## src/wiper_consts.svh

```systemverilog
// Constants for the dual wiper two-wire target: address pattern,
// instruction fields, reset values and timing counts.
// Assumes a 25 MHz system clock sampling the serial pins.
`ifndef WIPER_CONSTS_SVH
`define WIPER_CONSTS_SVH

// Fixed upper five address bits
`define ADDR_PATTERN        5'h0B
// Instruction byte field positions
`define INSTR_CHANNEL_BIT   7
`define INSTR_RESTORE_BIT   6
`define INSTR_POWER_BIT     5
`define INSTR_OUT1_BIT      4
`define INSTR_OUT2_BIT      3
// Reset values
`define WIPER_MIDSCALE      8'h80
// System clock period in ns and clock-high limit in ns
`define CLOCK_PERIOD_NS     40
`define SCL_HIGH_MAX_NS     50000
`define SCL_HIGH_MAX_CYCLES (`SCL_HIGH_MAX_NS / `CLOCK_PERIOD_NS)

`endif

```

## src/wiper_pkg.sv

```systemverilog
// Types shared by the dual wiper two-wire target.
// Assumes the constants header is included by the design files.
package wiper_pkg;

  // Serial engine phases
  typedef enum logic [2:0] {
    ST_IDLE  = 3'b000,
    ST_ADDR  = 3'b001,
    ST_INSTR = 3'b010,
    ST_DATA  = 3'b011,
    ST_READ  = 3'b100,
    ST_ACK   = 3'b101,
    ST_RACK  = 3'b110,
    ST_SKIP  = 3'b111
  } phase_e;

endpackage

```

## src/pin_sync.sv

```systemverilog
// Two-flop synchroniser with edge detection on the second stage.
// Assumes the input is asynchronous to clock.
module pin_sync
(
  // System
  input  wire logic clock,
  input  wire logic rst,
  // Pin
  input  wire logic pin_in,
  // Synchronised level and edges
  output logic      level,
  output logic      rise,
  output logic      fall
);

  logic stage1_reg;
  logic stage2_reg;
  logic stage3_reg;

  // First stage feeds only the second
  always_ff @(posedge clock or posedge rst)
  begin
    if (rst)
    begin
      stage1_reg <= 1'b1;
      stage2_reg <= 1'b1;
      stage3_reg <= 1'b1;
    end
    else
    begin
      stage1_reg <= pin_in;
      stage2_reg <= stage1_reg;
      stage3_reg <= stage2_reg;
    end
  end

  // Edges seen between stage two and its delayed copy
  assign level = stage2_reg;
  assign rise  = stage2_reg & ~stage3_reg;
  assign fall  = ~stage2_reg & stage3_reg;

endmodule // pin_sync

```

## src/wiper_target.sv

```systemverilog
// Dual wiper two-wire target: address, instruction, data write and
// readback, with logic outputs and a power-down state.
// Assumes serial clock and data arrive unsynchronised; an open-drain
// data pin is resolved outside from the output enable.
//
// Contract
// - A write is start, address, instruction, data, each acknowledged, then stop.
// - Only an address of 01011 plus the two select pin levels is answered.
// - The address byte's last bit high means read, low means write.
// - Instruction bit 7 picks channel one at 0 and channel two at 1.
// - Instruction bit 6 high restores the chosen wiper to midscale instead of loading data.
// - Instruction bit 5 high puts the device in power-down, like the pin with opposite sense.
// - Instruction bits 4 and 3 latch onto the two logic outputs until the next instruction.
// - The data byte arrives msb first and loads the chosen wiper.
// - A read returns the wiper last selected by a write instruction.
// - The low-active power-down pin acts three clocks later, with no bus frame, and leaves both wipers unchanged.
// - The two select pins give four distinct addresses.
`include "wiper_consts.svh"

module wiper_target
(
  // System
  input  wire logic       clock,
  input  wire logic       rst,
  // Serial bus
  input  wire logic       scl_in,
  input  wire logic       sda_in,
  output logic            sda_out,
  output logic            sda_oe,
  // Address straps and power-down pin
  input  wire logic       address_select_low,
  input  wire logic       address_select_high,
  input  wire logic       power_down_pin_n,
  // Device state
  output logic [7:0]      wiper_register_first,
  output logic [7:0]      wiper_register_second,
  output logic            logic_out_first,
  output logic            logic_out_second,
  output logic            power_down
);

  logic                  scl_level;
  logic                  scl_rise;
  logic                  scl_fall;
  logic                  sda_level;
  logic                  sda_rise;
  logic                  sda_fall;
  logic                  start_seen;
  logic                  stop_seen;
  wiper_pkg::phase_e     phase_reg;
  wiper_pkg::phase_e     after_ack_reg;
  logic [7:0]            shift_reg;
  logic [2:0]            count_reg;
  logic                  channel_reg;
  logic                  restore_reg;
  logic                  power_down_request_reg;
  logic                  pin_n_s1_reg;
  logic                  pin_n_s2_reg;
  logic                  ack_drive_reg;
  logic                  nack_reg;
  logic [15:0]           high_count_reg;
  logic [7:0]            shift_next;
  logic                  addr_match;

  // Serial pins pass two flip-flops before any use
  pin_sync u_scl
  (
    .clock  (clock),
    .rst    (rst),
    .pin_in (scl_in),
    .level  (scl_level),
    .rise   (scl_rise),
    .fall   (scl_fall)
  );

  pin_sync u_sda
  (
    .clock  (clock),
    .rst    (rst),
    .pin_in (sda_in),
    .level  (sda_level),
    .rise   (sda_rise),
    .fall   (sda_fall)
  );

  // Start and stop are data edges while clock is high
  assign start_seen = sda_fall & scl_level;
  assign stop_seen  = sda_rise & scl_level;
  assign shift_next = {shift_reg[6:0], sda_level};

  // Address test against fixed pattern and straps
  function automatic logic addr_ok(input logic [7:0] b, input logic hi, input logic lo);
    addr_ok = (b[7:3] == `ADDR_PATTERN) && (b[2] == hi) && (b[1] == lo);
  endfunction

  assign addr_match = addr_ok(shift_next, address_select_high, address_select_low);

  // Clock-high watchdog; a stuck clock drops the frame
  always_ff @(posedge clock or posedge rst)
  begin
    if (rst)
      high_count_reg <= 16'h0000;
    else if (!scl_level || phase_reg == wiper_pkg::ST_IDLE)
      high_count_reg <= 16'h0000;
    else if (high_count_reg != 16'hFFFF)
      high_count_reg <= high_count_reg + 16'h0001;
  end

  // Bit engine: samples on clock rise, moves on clock fall
  always_ff @(posedge clock or posedge rst)
  begin
    if (rst)
    begin
      phase_reg     <= wiper_pkg::ST_IDLE;
      after_ack_reg <= wiper_pkg::ST_IDLE;
      shift_reg     <= 8'h00;
      count_reg     <= 3'h0;
      ack_drive_reg <= 1'b0;
      nack_reg      <= 1'b0;
    end
    else if (start_seen)
    begin
      phase_reg     <= wiper_pkg::ST_ADDR;
      count_reg     <= 3'h0;
      ack_drive_reg <= 1'b0;
    end
    else if (stop_seen ||
             high_count_reg > 16'(`SCL_HIGH_MAX_CYCLES))
    begin
      phase_reg     <= wiper_pkg::ST_IDLE;
      ack_drive_reg <= 1'b0;
    end
    else
    begin
      case (phase_reg)
        wiper_pkg::ST_ADDR, wiper_pkg::ST_INSTR, wiper_pkg::ST_DATA:
        begin
          if (scl_rise)
          begin
            shift_reg <= shift_next;
            count_reg <= count_reg + 3'h1;
            if (count_reg == 3'h7)
            begin
              if (phase_reg == wiper_pkg::ST_ADDR && !addr_match)
                phase_reg <= wiper_pkg::ST_SKIP;
              else
              begin
                phase_reg <= wiper_pkg::ST_ACK;
                if (phase_reg == wiper_pkg::ST_ADDR)
                  after_ack_reg <= shift_next[0] ? wiper_pkg::ST_READ
                                                 : wiper_pkg::ST_INSTR;
                else
                  after_ack_reg <= wiper_pkg::ST_DATA;
              end
            end
          end
        end
        wiper_pkg::ST_ACK:
        begin
          // Pull data low from the fall ending the byte to the next fall
          if (scl_fall && !ack_drive_reg)
            ack_drive_reg <= 1'b1;
          else if (scl_fall && ack_drive_reg)
          begin
            ack_drive_reg <= 1'b0;
            phase_reg     <= after_ack_reg;
            count_reg     <= 3'h0;
            if (after_ack_reg == wiper_pkg::ST_READ)
              shift_reg <= channel_reg ? wiper_register_second
                                       : wiper_register_first;
          end
        end
        wiper_pkg::ST_READ:
        begin
          // Next bit is presented after each fall, msb first
          if (scl_fall)
          begin
            if (count_reg == 3'h7)
              phase_reg <= wiper_pkg::ST_RACK;
            else
              shift_reg <= {shift_reg[6:0], 1'b0};
            count_reg <= count_reg + 3'h1;
          end
        end
        wiper_pkg::ST_RACK:
        begin
          // Controller acknowledge: low asks for another copy
          if (scl_rise)
            nack_reg <= sda_level;
          else if (scl_fall)
          begin
            phase_reg <= nack_reg ? wiper_pkg::ST_SKIP : wiper_pkg::ST_READ;
            shift_reg <= channel_reg ? wiper_register_second : wiper_register_first;
            count_reg <= 3'h0;
          end
        end
        wiper_pkg::ST_SKIP, wiper_pkg::ST_IDLE:
          ack_drive_reg <= 1'b0; // Wait for next start
        default:
          phase_reg <= wiper_pkg::ST_IDLE;
      endcase
    end
  end

  // Data pin: open drain, low for acknowledge or a zero read bit
  always_ff @(posedge clock or posedge rst)
  begin
    if (rst)
      sda_oe <= 1'b0;
    else
      sda_oe <= ack_drive_reg |
                (phase_reg == wiper_pkg::ST_READ && !shift_reg[7] && !start_seen
                 && !stop_seen);
  end

  always_ff @(posedge clock or posedge rst)
  begin
    if (rst)
      sda_out <= 1'b1;
    else
      sda_out <= 1'b0; // Only ever pulls low; released line floats high
  end

  // Instruction capture at end of its eighth bit
  always_ff @(posedge clock or posedge rst)
  begin
    if (rst)
    begin
      channel_reg            <= 1'b0;
      restore_reg            <= 1'b0;
      power_down_request_reg <= 1'b0;
      logic_out_first        <= 1'b0;
      logic_out_second       <= 1'b0;
    end
    else if (phase_reg == wiper_pkg::ST_INSTR && scl_rise && count_reg == 3'h7
             && !start_seen && !stop_seen)
    begin
      channel_reg            <= shift_next[`INSTR_CHANNEL_BIT];
      restore_reg            <= shift_next[`INSTR_RESTORE_BIT];
      power_down_request_reg <= shift_next[`INSTR_POWER_BIT];
      logic_out_first        <= shift_next[`INSTR_OUT1_BIT];
      logic_out_second       <= shift_next[`INSTR_OUT2_BIT];
      // Low three bits are not looked at
    end
  end

  // Wiper update at end of data byte
  always_ff @(posedge clock or posedge rst)
  begin
    if (rst)
    begin
      wiper_register_first  <= `WIPER_MIDSCALE;
      wiper_register_second <= `WIPER_MIDSCALE;
    end
    else if (phase_reg == wiper_pkg::ST_DATA && scl_rise && count_reg == 3'h7
             && !start_seen && !stop_seen)
    begin
      if (!channel_reg)
        wiper_register_first  <= restore_reg ? `WIPER_MIDSCALE : shift_next;
      else
        wiper_register_second <= restore_reg ? `WIPER_MIDSCALE : shift_next;
    end
  end

  // Power-down pin synchronised; wipers are never touched by it
  always_ff @(posedge clock or posedge rst)
  begin
    if (rst)
    begin
      pin_n_s1_reg <= 1'b1;
      pin_n_s2_reg <= 1'b1;
    end
    else
    begin
      pin_n_s1_reg <= power_down_pin_n;
      pin_n_s2_reg <= pin_n_s1_reg;
    end
  end

  // Either source forces power-down; the pin path costs three cycles
  always_ff @(posedge clock or posedge rst)
  begin
    if (rst)
      power_down <= 1'b0;
    else
      power_down <= power_down_request_reg | ~pin_n_s2_reg;
  end

endmodule // wiper_target

```

## config.mk

```make
export PLATFORM = sky130hd
export DESIGN_NAME = wiper_target
export DESIGN_NICKNAME = d
export VERILOG_FILES = /design/src/wiper_pkg.sv /design/src/pin_sync.sv /design/src/wiper_target.sv
export VERILOG_INCLUDE_DIRS = /design/src
export SDC_FILE = /design/constraint.sdc
export NUM_CORES = 1
export LEC_CHECK = 0
export ABC_AREA = 1
export BUFFER_PORTS_ARGS = -buffer_cell sky130_fd_sc_hd__buf_2
export CAP_MARGIN = 10
export CORE_UTILIZATION = 50
export CTS_CLUSTER_DIAMETER = 120
export CTS_CLUSTER_SIZE = 10
export DETAILED_ROUTE_END_ITERATION = 6
export PLACE_DENSITY_LB_ADDON = 0.12
export SETUP_SLACK_MARGIN = 0.4
export SLEW_MARGIN = 5
export SYNTH_ARGS = -nofsm -noshare
export SYNTH_HDL_FRONTEND = slang
export SYNTH_HIERARCHICAL = 1
export SYNTH_SLANG_ARGS = --single-unit
```

## constraint.sdc

```tcl
create_clock -name clock -period 2.3 [get_ports clock]
set_clock_uncertainty 0.05 [all_clocks]
set_input_delay 0.46 -clock clock [delete_from_list [all_inputs] [get_ports clock]]
set_output_delay 0.46 -clock clock [all_outputs]
set_load 0.005 [all_outputs]
```

==> results.sh <==
export IMPL_cts_clk_slew_worst_paths_ps=80
export IMPL_p_total_mw=3.98
export IMPL_clock_latency_ps=340
export IMPL_die_w_microns=86.5
export IMPL_cts_sinks=67
export IMPL_final_cells=603
export IMPL_place_hpwl_mm=5.75
export IMPL_max_cap_viol_count=0
export IMPL_hold_violations=0
export IMPL_htree_num_levels=3
export IMPL_synth_compound_area_share_pct=11.8
export IMPL_rsz0062_at_grt="yes"
export IMPL_fmaxAchievable_mhz=556
export IMPL_grt_ovfl_total=0
export IMPL_num_nets_final=513
export IMPL_worstPathRequired_ps=2520
export IMPL_cts_buffer_depth=2
export IMPL_fin_crit_sh_pct=78.2
export IMPL_synth_seq_cells=67
export IMPL_pre_cts_ws_ps=223
export IMPL_placed_area_sq_um=3810
export IMPL_synth_cell_types=40
export IMPL_largest_register_ffs=16
export IMPL_fin_ws_ps=500
export IMPL_ir_worst_vdd_v=0.000498
export IMPL_synth_mux_area_share_pct=0
export IMPL_synthToLayoutAreaGrowth_pct=19.1
export IMPL_rows=30
export IMPL_setup_tns_ps=0
export IMPL_cts_root_buf="clkbuf_8"
export IMPL_crit_arrival_ps=2020
export IMPL_cts_buffers=9
export IMPL_critPathBufInv=2
export IMPL_multi_input_area_sq_um=1630
export IMPL_synth_xor_area_share_pct=0.490
export IMPL_regArea_sq_um=1690
export IMPL_postSynthCellCount=453
export IMPL_vias_per_cell=5.16
export IMPL_min_period_ps=1800
export IMPL_design_area_sq_um=4250
export IMPL_place_congestion=0.863
export IMPL_diodes=0
export IMPL_grt_usage_pct=23.7
export IMPL_status="complete, no violations"
export IMPL_wl_met2_mm=3.82
export IMPL_syn_area_sq_um=3570
export IMPL_route_vias_total=3110
export IMPL_met1_length_mm=3.87
export IMPL_top_level_ports=28
export IMPL_die_y_microns=86.5
export IMPL_final_antenna_net_count=0
export IMPL_yosys_warnings=6
export IMPL_setup_worst_path_end_class="flip-flop"
export IMPL_r2r_slack_ps=500
export IMPL_placed_cells=571
export IMPL_critPathLaunchType="flip-flop"
export IMPL_setup_viol=0
export IMPL_syn_area_per_cell_sq_um=7.89
export IMPL_critical_path_class="reg -> reg"
export IMPL_core_area_sq_um=6830
export IMPL_drc_errors=0
export IMPL_synthAdderAreaFrac_pct=1.40
export IMPL_fillers=629
export IMPL_cts_tree="yes"
export IMPL_holdBufCountCts=0
export IMPL_final_util_pct=62.3
export IMPL_crit_family="simple AND/OR/NAND/NOR gates"
export IMPL_wl_per_cell_microns=13.6
export IMPL_port_buffers=27
export IMPL_first_iter_violations=138
export IMPL_grt_max_degree=32
export IMPL_synth_nets=464
export IMPL_die_area_sq_um=7490
export IMPL_slew_headroom_pct=66.7
export IMPL_tightest_slew_ps=498
export IMPL_synthSimpleGateAreaFrac_pct=29.1
export IMPL_drive_gt1_share_pct=22.9
export IMPL_hold_path_class="in -> async"
export IMPL_antenna_found_initial=0
export IMPL_max_stage_delay_ps=590
export IMPL_cpMaxStageDelayCell="dfrtp_1"
export IMPL_crit_top_cell="o21ai_1"
export IMPL_grt_pass1_wl_mm=13.6
export IMPL_grt_pass1_vias=2839
export IMPL_worst_path_max_fanout=7
export IMPL_wl_met3_microns=393
export IMPL_initial_core_util_pct=52.3
export IMPL_synth_top_family_by_area="simple AND/OR/NAND/NOR gates"
export IMPL_final_max_slew_viol_count=0
export IMPL_wirelength_mm=8.23
export IMPL_first_pass_iters=5
export IMPL_crit_chain="inv_6 -> nand2_8 -> inv_2 -> nand3_1 -> o21ai_1 -> nor2_2 -> nand2_4 -> nor2_4 -> nand2_1 -> o21ai_1"
export IMPL_p_per_area_nw_per_um2=937
export IMPL_whs_ps=109
export IMPL_power_leakage_nw=2.14
export IMPL_yosysSeqAreaShare_pct=47.3
export IMPL_top_layer_used="met4"
[per-layer routing]
layer | GRT usage [%] | vias up
met3 | 4.95 | 13
met2 | 36.1 | 77
met1 | 33.5 | 1461
met5 | 0 | -
li1 | - | 1559
met4 | 8.48 | 0
[power breakdown]
| group | internal [mW] | total, mW | switching, mW | leakage [nW] |
|---|---|---|---|---|
| clock network | 0.751 | 1.21 | 0.454 | 0.117 |
| logic | 0.442 | 1.29 | 0.848 | 1.15 |
| registers | 1.33 | 1.49 | 0.160 | 0.870 |
[synth_stat cells (all sizes together)]
master / number / area [sq um]
o31ai: 4 / 30.0
nand3: 28 / 155
clkbuf: 2 / 7.51
nand3b: 1 / 7.51
a31o: 1 / 8.76
nand2: 120 / 494
or2: 2 / 12.5
o21ai: 48 / 248
a211oi: 1 / 7.51
a31oi: 2 / 12.5
dfstp: 11 / 289
nor3: 11 / 55.1
nor2: 50 / 228
o211ai: 9 / 67.6
buf: 9 / 72.6
conb: 1 / 3.75
o22ai: 1 / 6.26
nand4: 13 / 87.6
o21bai: 1 / 7.51
ha: 4 / 50.1
a21oi: 5 / 25.0
inv: 70 / 270
xor2: 2 / 17.5
dfrtp: 56 / 1400
o21a: 1 / 7.51
[area by class of cell]
cell class                      instances  area share [%]
Timing Repair Buffer                   47            7.00
Inverter                               70            6.44
Sequential cell                        67            39.8
Clock inverter                          4            2.29
Multi-Input combinational cell        307            38.2
Clock buffer                           12            3.41
Tap cell                               96            2.82
[cells by family after synthesis]
kind of cell | after synthesis
AND/OR/NAND/NOR | 225
flip-flops | 67
adder cells (fa/ha/maj) | 4
buffers and inverters | 81
other | 1
XOR/XNOR | 2
AO/OA/AOI/OAI | 73
[final timing paths]
| kind | startpoint | endpoint | depth (start not counted) |
|---|---|---|---|
| max in group asynchronous | rst | pin_n_s1_reg$_DFF_PP1_ | 3 |
| setup reg to reg | phase_reg[1]$_DFFE_PP0P_ | shift_reg[6]$_DFFE_PP0P_ | 10 |
| hold / removal | rst | shift_reg[1]$_DFFE_PP0P_ | 2 |
| setup / recovery | phase_reg[1]$_DFFE_PP0P_ | shift_reg[6]$_DFFE_PP0P_ | 10 |
| hold reg to reg | pin_n_s1_reg$_DFF_PP1_ | pin_n_s2_reg$_DFF_PP1_ | 0 |
| min in group clock | scl_in | u_scl/stage1_reg$_DFF_PP1_ | 1 |
[worst reg2reg max path: stages (launching register included)]
cell and delay (ps):
dfrtp_1 590, inv_6 90, nand2_8 110, inv_2 50, nand3_1 90, o21ai_1 90, nor2_2 180, nand2_4 110
nor2_4 230, nand2_1 80, o21ai_1 70
[placed cells by master (no fill, tap or decap), drive strengths merged, types with 2 or more instances in the layout]
master	count
nor2	52
ha	4
xor2	2
buf	47
o31ai	4
nor3	11
o211ai	9
dfstp	11
o21ai	48
nand3	28
a31oi	2
a21oi	5
dfrtp	56
inv	69
nand4	13
or2	2
clkinvlp	2
nand2	120
bufinv	3
clkbuf	12
[what timing repair did]
action / in CTS / in global routing
gates resized for setup: 6 / 17
setup endpoints to repair: 24 / 39
setup buffers: 2 / 12
cloned: 2 / 0
pin swaps: 5 / 11
(Power assumes the default switching activity.)
